[src/rtl/pcl_pkg.sv]
// pcl_pkg: constants and carrier types for the link configuration loader
// assumes: apb slave with 32-bit data, single clock domain
package pcl_pkg;
  // -------------------------------------------------------------------
  // register byte offsets
  // -------------------------------------------------------------------
  localparam logic [11:0] PCL_ADDR_STATUS = 12'h21C;
  localparam logic [11:0] PCL_ADDR_DATA = 12'h228;
  localparam logic [11:0] PCL_ADDR_IRQ_STAT = 12'h300;
  localparam logic [11:0] PCL_ADDR_IRQ_MASK = 12'h304;
  localparam logic [11:0] PCL_ADDR_LINK = 12'h308;
  localparam logic [11:0] PCL_ADDR_STRAP = 12'h30C;
  localparam logic [11:0] PCL_ADDR_DCOUNT = 12'h310;
  // -------------------------------------------------------------------
  // field positions
  // -------------------------------------------------------------------
  localparam int PCL_BIT_CFG_DONE = 23;
  localparam int PCL_BIT_USERMODE = 21;
  localparam int PCL_BIT_EN = 20;
  localparam int PCL_BIT_CFG_ERR = 19;
  localparam int PCL_BIT_CFG_RDY = 18;
  localparam int PCL_STRAP_NO_LOWPWR = 7;
  localparam int PCL_STRAP_NO_COMPL = 5;
  localparam int PCL_STRAP_IN_PLD = 3;
  localparam int PCL_LINK_L0_BIT = 4;
  localparam int PCL_DCNT_DONE_BIT = 8;
  // irq bit positions
  localparam int PCL_IRQ_EN = 0;
  localparam int PCL_IRQ_ERR = 1;
  localparam int PCL_IRQ_L0 = 2;
  localparam int PCL_IRQ_TEARDOWN = 3;
  localparam int PCL_IRQ_N = 4;
  // -------------------------------------------------------------------
  // values
  // -------------------------------------------------------------------
  localparam logic [7:0] PCL_STRAP_VALUE = 8'hA8;
  localparam logic [3:0] PCL_LTSSM_L0 = 4'hF;
  localparam logic [7:0] PCL_TEARDOWN_WRITES = 8'hF4; // 244 dummy writes
  localparam logic [31:0] PCL_ZERO = 32'h0000_0000;
  // -------------------------------------------------------------------
  // types
  // -------------------------------------------------------------------
  typedef enum logic [1:0] {
    PCL_LOWPWR_OK,
    PCL_LOWPWR_ENTER
  } pcl_pm_type;
  typedef struct packed {
    logic cfg_done;
    logic usermode;
    logic enabled;
    logic cfg_error;
    logic cfg_ready;
  } pcl_ctrl_type;
  typedef struct packed {
    logic lowpwr_allowed;
    logic compliance_allowed;
    logic in_pld;
  } pcl_hard_type;
endpackage : pcl_pkg

[src/rtl/pcl_loader.sv]
// pcl_loader: status, strap decode and teardown counter for link config
// assumes: apb master on clk_sys, control block signals asynchronous
//
// The APB register port and the register offsets were chosen for this implementation.
`timescale 1ns/1ps
`default_nettype none
module pcl_loader
  import pcl_pkg::*;
(
  input wire logic clk_sys, // 50 MHz system clock
  input wire logic rst_n, // synchronous reset, active low
  input wire logic psel, // apb select
  input wire logic penable, // apb enable
  input wire logic pwrite, // apb direction
  input wire logic [11:0] paddr, // apb byte address
  input wire logic [31:0] pwdata, // apb write data
  output logic [31:0] prdata, // apb read data
  output logic pready, // apb ready
  output logic pslverr, // apb error
  input wire logic [7:0] strap_in, // debug strap bus
  input wire pcl_pkg::pcl_ctrl_type ctrl_in, // control block status
  input wire logic [3:0] ltssm_in, // link training state
  output pcl_pkg::pcl_hard_type hard_out, // decoded strap controls
  output logic link_up, // link reached L0
  output logic teardown_done, // dummy write count reached
  output logic irq // level interrupt
);
  import pcl_pkg::*;

  // -------------------------------------------------------------------
  // synchronisers for the asynchronous control block inputs
  // -------------------------------------------------------------------
  localparam int NS = $bits(pcl_ctrl_type);
  logic [NS-1:0] s1_q, s2_q, s3_q, s1_d, s2_d, s3_d;
  logic [NS-1:0] stat_q, stat_d;
  always_comb begin
    s1_d = ctrl_in;
    s2_d = s1_q;
    s3_d = s2_q;
    stat_d = (s2_q == s3_q) ? s3_q : stat_q;
    if (!rst_n) begin
      s1_d = '0;
      s2_d = '0;
      s3_d = '0;
      stat_d = '0;
    end
  end
  always_ff @(posedge clk_sys) begin
    s1_q <= s1_d;
    s2_q <= s2_d;
    s3_q <= s3_d;
    stat_q <= stat_d;
  end
  pcl_ctrl_type st;
  assign st = pcl_ctrl_type'(stat_q);

  // -------------------------------------------------------------------
  // strap and link state, same-domain registered
  // -------------------------------------------------------------------
  logic [7:0] strap_q, strap_d;
  logic [3:0] ltssm_q, ltssm_d;
  pcl_hard_type hard_d, hard_q;
  logic l0_q, l0_d;
  always_comb begin
    strap_d = strap_in;
    ltssm_d = ltssm_in;
    hard_d.lowpwr_allowed = !strap_q[PCL_STRAP_NO_LOWPWR];
    hard_d.compliance_allowed = !strap_q[PCL_STRAP_NO_COMPL];
    hard_d.in_pld = strap_q[PCL_STRAP_IN_PLD];
    l0_d = (ltssm_q == PCL_LTSSM_L0);
    if (!rst_n) begin
      strap_d = '0;
      ltssm_d = '0;
      hard_d = '0;
      l0_d = 1'b0;
    end
  end
  always_ff @(posedge clk_sys) begin
    strap_q <= strap_d;
    ltssm_q <= ltssm_d;
    hard_q <= hard_d;
    l0_q <= l0_d;
  end
  assign hard_out = hard_q;
  assign link_up = l0_q;

  // -------------------------------------------------------------------
  // apb decode
  // -------------------------------------------------------------------
  logic acc, wr, known;
  assign acc = psel && penable;
  assign wr = acc && pwrite;
  assign pready = 1'b1;
  always_comb begin
    case (paddr)
      PCL_ADDR_STATUS, PCL_ADDR_DATA, PCL_ADDR_IRQ_STAT,
      PCL_ADDR_IRQ_MASK, PCL_ADDR_LINK, PCL_ADDR_STRAP,
      PCL_ADDR_DCOUNT: known = 1'b1;
      default: known = 1'b0;
    endcase
  end
  assign pslverr = acc && !known;

  // -------------------------------------------------------------------
  // teardown dummy write counter
  // -------------------------------------------------------------------
  logic [7:0] dcnt_q, dcnt_d;
  logic tdone_q, tdone_d;
  logic dummy;
  assign dummy = wr && (paddr == PCL_ADDR_DATA) && st.enabled;
  always_comb begin
    dcnt_d = dcnt_q;
    tdone_d = tdone_q;
    if (dummy && !tdone_q) begin
      dcnt_d = dcnt_q + 8'h01;
      if (dcnt_d == PCL_TEARDOWN_WRITES) begin
        tdone_d = 1'b1;
      end
    end
    if (!st.enabled) begin
      dcnt_d = '0;
      tdone_d = 1'b0;
    end
    if (!rst_n) begin
      dcnt_d = '0;
      tdone_d = 1'b0;
    end
  end
  always_ff @(posedge clk_sys) begin
    dcnt_q <= dcnt_d;
    tdone_q <= tdone_d;
  end
  assign teardown_done = tdone_q;

  // -------------------------------------------------------------------
  // interrupt status and mask
  // -------------------------------------------------------------------
  logic [PCL_IRQ_N-1:0] ist_q, ist_d, imask_q, imask_d, ev;
  logic en_dly_q, err_dly_q, l0_dly_q, td_dly_q;
  logic en_dly_d, err_dly_d, l0_dly_d, td_dly_d;
  always_comb begin
    ev = '0;
    ev[PCL_IRQ_EN] = st.enabled && !en_dly_q;
    ev[PCL_IRQ_ERR] = st.cfg_error && !err_dly_q;
    ev[PCL_IRQ_L0] = l0_q && !l0_dly_q;
    ev[PCL_IRQ_TEARDOWN] = tdone_q && !td_dly_q;
    en_dly_d = st.enabled;
    err_dly_d = st.cfg_error;
    l0_dly_d = l0_q;
    td_dly_d = tdone_q;
    imask_d = imask_q;
    ist_d = ist_q;
    if (wr && paddr == PCL_ADDR_IRQ_STAT) begin
      ist_d = ist_q & ~pwdata[PCL_IRQ_N-1:0];
    end
    ist_d = ist_d | ev;
    if (wr && paddr == PCL_ADDR_IRQ_MASK) begin
      imask_d = pwdata[PCL_IRQ_N-1:0];
    end
    if (!rst_n) begin
      ist_d = '0;
      imask_d = '0;
      en_dly_d = 1'b0;
      err_dly_d = 1'b0;
      l0_dly_d = 1'b0;
      td_dly_d = 1'b0;
    end
  end
  always_ff @(posedge clk_sys) begin
    ist_q <= ist_d;
    imask_q <= imask_d;
    en_dly_q <= en_dly_d;
    err_dly_q <= err_dly_d;
    l0_dly_q <= l0_dly_d;
    td_dly_q <= td_dly_d;
  end
  assign irq = |(ist_q & imask_q);

  // -------------------------------------------------------------------
  // read data
  // -------------------------------------------------------------------
  logic [31:0] rd_q, rd_d;
  always_comb begin
    rd_d = PCL_ZERO;
    case (paddr)
      PCL_ADDR_STATUS: begin
        rd_d[PCL_BIT_CFG_DONE] = st.cfg_done;
        rd_d[PCL_BIT_USERMODE] = st.usermode;
        rd_d[PCL_BIT_EN] = st.enabled;
        rd_d[PCL_BIT_CFG_ERR] = st.cfg_error;
        rd_d[PCL_BIT_CFG_RDY] = st.cfg_ready;
      end
      PCL_ADDR_IRQ_STAT: rd_d[PCL_IRQ_N-1:0] = ist_q;
      PCL_ADDR_IRQ_MASK: rd_d[PCL_IRQ_N-1:0] = imask_q;
      PCL_ADDR_LINK: begin
        rd_d[3:0] = ltssm_q;
        rd_d[PCL_LINK_L0_BIT] = l0_q;
      end
      PCL_ADDR_STRAP: rd_d[7:0] = strap_q;
      PCL_ADDR_DCOUNT: begin
        rd_d[7:0] = dcnt_q;
        rd_d[PCL_DCNT_DONE_BIT] = tdone_q;
      end
      default: rd_d = PCL_ZERO;
    endcase
    if (!(psel && !penable && !pwrite)) begin
      rd_d = rd_q;
    end
    if (!rst_n) begin
      rd_d = PCL_ZERO;
    end
  end
  always_ff @(posedge clk_sys) begin
    rd_q <= rd_d;
  end
  assign prdata = rd_q;
endmodule : pcl_loader
`default_nettype wire

[config.mk]
export PLATFORM = sky130hd
export DESIGN_NAME = pcl_loader
export DESIGN_NICKNAME = d
export VERILOG_FILES = /design/src/rtl/pcl_pkg.sv /design/src/rtl/pcl_loader.sv
export SDC_FILE = /design/constraint.sdc
export NUM_CORES = 1
export LEC_CHECK = 0
export ABC_AREA = 1
export BUFFER_PORTS_ARGS = -buffer_cell sky130_fd_sc_hd__buf_2
export CAP_MARGIN = 0
export CORE_ASPECT_RATIO = 1.75
export CORE_UTILIZATION = 54
export DETAILED_ROUTE_END_ITERATION = 10
export HOLD_SLACK_MARGIN = 0.1
export PLACE_DENSITY = 0.84
export SLEW_MARGIN = 20
export SYNTH_ARGS = -nofsm -noshare
export SYNTH_HDL_FRONTEND = slang
export SYNTH_SLANG_ARGS = --single-unit
[constraint.sdc]
create_clock -name clk_sys -period 2.3 [get_ports clk_sys]
set_input_delay 0.46 -clock clk_sys [delete_from_list [all_inputs] [get_ports clk_sys]]
set_output_delay 0.46 -clock clk_sys [all_outputs]
set_load 0.005 [all_outputs]
# Word-level counts from Yosys, hierarchy flattened
# Cells that the tools add are included.
[totals]
reg_bits = 71
elab_cells = 70
latch_bits = 0
output_inout_bits = 40
mem_bits_ro = 0
mem_bits_rw = 0
memories = 0
[classes]
div_mod_pow = 0
addsub = 1
bitwise = 4
magnitude_cmp = 0
n_shift = 0
n_eq_ne = 10
multipliers = 0
n_reduce_logical = 28
muxes = 8
[op_table]
columns = ["op", "n"]
rows = [
  ["== test 12 x 10 -> 1 bit (second input constant)", 7],
  ["case mux 4 bit (5 select lines)", 1],
  ["logical AND 1 bit", 14],
  ["zero test 1 bit", 10],
  ["adder 8 x 1 -> 8 bit (second input constant)", 1],
  ["bitwise AND 4 bit", 2],
  ["== test 8 bit (second input constant)", 1],
  ["2-to-1 mux 4 bit", 2],
  ["OR reduction 7 bit", 1],
  ["case mux 3 bit (2 select lines)", 1],
  ["== test 5 bit", 1],
  ["== test 4 bit (second input constant)", 1],
  ["inverter 4 bit", 1],
  ["bitwise OR 4 bit", 1],
  ["AND reduction 2 bit", 2],
  ["OR reduction 4 bit", 1],
  ["2-to-1 mux 1 bit", 3],
  ["case mux 1 bit (3 select lines)", 1],
]

# Logic depth before layout (Yosys ltp)
[logic_depth]
depth_word = 6
depth_mapped = 9
ltp_nobuf = 9

# Worst setup path after synthesis
# OpenSTA, ideal clock, no wires.
[synth_path]
path_type = "input-to-output"
start = "input port paddr[0]"
end = "output port pslverr"
path_buffers = 0
stages = 8
required_ps = 1840
t_arrival_ps = 1217
setup_slack_ps = 623
cell_sequence = "inv_1 nand2_1 nor3_4 nand2_4 nor2_4 nor2_1 nand2_1 nor2_1"
[synth_between]
elab_chain_cells = 5
[synth_rtl]
columns = ["item", "line_no", "rtl"]
rows = [
  ["from (decl)", "pcl_loader.sv:15", "input wire logic [11:0] paddr,"],
  ["== test 12 x 10 -> 1 bit", "pcl_loader.sv:95", "case (paddr)"],
  ["OR reduction 7 bit *", "pcl_loader.sv:95", ""],
  ["2-to-1 mux 1 bit *", "pcl_loader.sv:95", ""],
  ["zero test 1 bit *", "pcl_loader.sv:102", "assign pslverr = acc && !known;"],
  ["logical AND 1 bit *", "pcl_loader.sv:102", ""],
  ["to (decl)", "pcl_loader.sv:19", "output logic pslverr,"],
]
# Every way passes the cells marked *; elsewhere a longest branch is shown, timed or not.

# Final worst setup path
[layout_path]
start = "input port paddr[6]"
end = "output port pslverr"
# Same word-level chain as after synthesis.

==> reports/metrics.cfg <==
[routing]
ant_nets=0
dr_wl_met2_mm=3.55
routed-via-count=2828
vias_per_cell=4.88
drcViolationCount=0
post_drt_wl_per_cell_um=11.6
dr_wl_met3_um=359
wl_met1_mm=2.42
drt-total-wl_mm=6.71
drt_pre_antenna_iters=4
drtIter0Drc=158
dr.max_layer_used=met4

[layout]
antenna_cells=0
fin_cells=580
finalNetCount=567
drive_gt1_frac=0.215
area_growth_pct=13.9

[worst_setup_path]
end_kind=primary output
reg2reg_to=teardown_done$_SDFFE_PN0P_
r2r_slack_ns=0.84
cpLargestDelayFamily=simple AND/OR/NAND/NOR gates
r2r-start=dcnt_q[0]$_SDFFE_PN0P_
cp.required_ns=1.84
cp_slowest_cell=nor3_4
path_max_fanout=6
start_kind=input port
worstSetupPathType=input port to primary output
path_cells=buf_2 > inv_1 > nand2_1 > nor3_4 > nand2_4 > nor2_4 > nor2_1 > nand2_1 > nor2_1 > buf_2
critPathMaxStageDelay_ns=0.30
crit_buf_inv=3
reg2reg_depth=7
arrival_ns=1.56

[sta]
fmax_ghz=0.495
rsz0062_at_grt=no
slew_violations=0
setup_viol=0
fin_setup_tns_ns=0
hold_viol=0
holdWs_ns=0.297
period_needed_ns=2.02
period_share=0.878
finClkSkew_ns=0.00665

[power]
ir_drop_v=0.000486
power.leakage_uw=0.00197
powerDensity_mw_per_mm2=636

[floorplanning]
ios=106
initial_core_util=0.557
fp.dieW_um=60.9
core-area_mm2=0.00588
fp.dieH_um=105
die_area_mm2=0.00639
rows=37

[synthesis]
synth_top_cell_area_share=0.434
yosys-top-cells-count=nand2_1 (91), dfxtp_1 (71), inv_1 (62), nand3_1 (46), nor2_1 (45)
synth_cells=438
synth_edf_count=0
ys.flop_type=dfxtp_1
yosys.area_share.adder=0.00764
synth.area.mux_share=0
netlist-cell-type-count=33
ys_seq_elements=71
synth_top_family_by_area=simple AND/OR/NAND/NOR gates
syn_area_per_cell_um2=7.48
synthTopCellsByArea=dfxtp_1 (43%), nand2_1 (10%), inv_1 (7.1%)
synth_largest_area_cell=dfxtp_1
yosys.area_share.simple=0.306
ys_seq_area_frac=0.434
netlist_area_mm2=0.00327
synth-async-reset-ratio=0
synth_compound_area_frac=0.0944
yosysMostFrequentCell=nand2_1
synth_xor_area_frac=0.0134
yosys_warnings=0

[clock_network]
cts_root_buf=clkbuf_8
cts_buffers=9
cts_tree=built
cts.repair.resized=0
clk_latency_ns=0.34
clk_path_buf_depth=2
cts_max_level=3
cts.clk_slew.worst_paths_ns=0.07
cts_hold_buf=0
cts.sinks=71
cts_post_setup_buffers_inserted=0

[placed_design]
place_congestion=0.904
dp.cells=566
port-buffer-count=58
dpl.hpwl_mm=5.17

[min_path]
holdPathStages=3
hold_class=input port to flop
min_to=ltssm_q[1]$_SDFF_PN0_
min_from=ltssm_in[1]

[grt]
grt_pass1_vias=2690
grt_usage=0.237
grt_pass1_wl_mm=11.1
grt_max_degree=35
gr-total-overflow=0
antenna_found_initial=0

[status]
run_status=finished clean

[flow_run]
max_cap_viol_count=0

-- through the flow --
step | power [uW] | setup slack [ns] | utilization | area, um2
final | 2370 | 0.281 | 0.634 | 3730
after global routing | 2470 | 0.184 | 0.634 | 3730
after CTS | 2400 | 0.277 | 0.634 | 3730
after detailed placement | 1540 | 0.288 | 0.605 | 3560
after global placement | 1530 | 0.308 | 0.605 | 3560
after floorplan | 1480 | 0.623 | - | 3340
-- layer usage --
metal	up-vias	track usage
li1	1454	-
met1	1239	0.233
met4	0	0.144
met2	109	0.418
met5	-	0
met3	26	0.0569
-- where the power goes --
group	total (uW)	switching (uW)	leakage [uW]	internal [uW]
registers	1310	29.0	0.000582	1280
clock network	858	423	0.0000833	436
logic	201	123	0.00130	77.8
-- state kept, by name, indices dropped and copies added, names as in the netlist, 4 cells and up --
name     flops
s3_q         5
s2_q         5
strap_q      8
ltssm_q      4
imask_q      4
s1_q         5
st           5
prdata      14
ist_q        4
dcnt_q       8
-- worst reg2reg max path, stage by stage, from the launching register on --
cell,delay (ns)
dfxtp_1,0.48
ha_1,0.30
nand3_1,0.10
nand2_1,0.09
nand3_1,0.08
nor2_1,0.16
nand3_2,0.10
a21oi_2,0.10
-- cell families (layout without fill, tap and decap cells) --
logic type / Yosys count / count (layout)
other: 2 / 19
adder cells (fa/ha/maj): 2 / 2
XOR/XNOR: 5 / 5
AND/OR/NAND/NOR: 205 / 205
flip-flops: 71 / 71
AO/OA/AOI/OAI: 55 / 55
buffers and inverters: 98 / 145
-- layout make-up --
class | instances | area [um2]
clock buffers | 11 | 151
well taps | 78 | 97.6
clock inverters | 3 | 20.0
fillers | 541 | 2150
inverters | 68 | 260
multi-input cells | 286 | 1450
repair buffers | 63 | 328
flip-flops and latches | 71 | 1420
-- how the worst max path moves through the flow --
stage / depth (start not counted) / to / slack, ns / startpoint
2_1_floorplan: 8 / pslverr / 0.62 / paddr[0]
3_3_place_gp: 10 / pslverr / 0.31 / paddr[6]
3_5_place_dp: 10 / pslverr / 0.29 / paddr[7]
4_1_cts: 10 / pslverr / 0.28 / paddr[6]
5_1_grt: 10 / pslverr / 0.18 / paddr[6]
6_report: 10 / pslverr / 0.28 / paddr[6]
-- cells in the final DEF, fill, tap and decap left out, drive strengths merged, types with 3 or more instances in the layout --
| master | count |
|---|---|
| o211ai | 3 |
| nand3 | 51 |
| dfxtp | 71 |
| buf | 63 |
| nor3 | 5 |
| clkinv | 3 |
| inv | 66 |
| a21oi | 21 |
| conb | 19 |
| clkbuf | 11 |
| nor2 | 52 |
| xor2 | 4 |
| nand2 | 94 |
| o21ai | 31 |
Power figures use the tool's default switching activity.
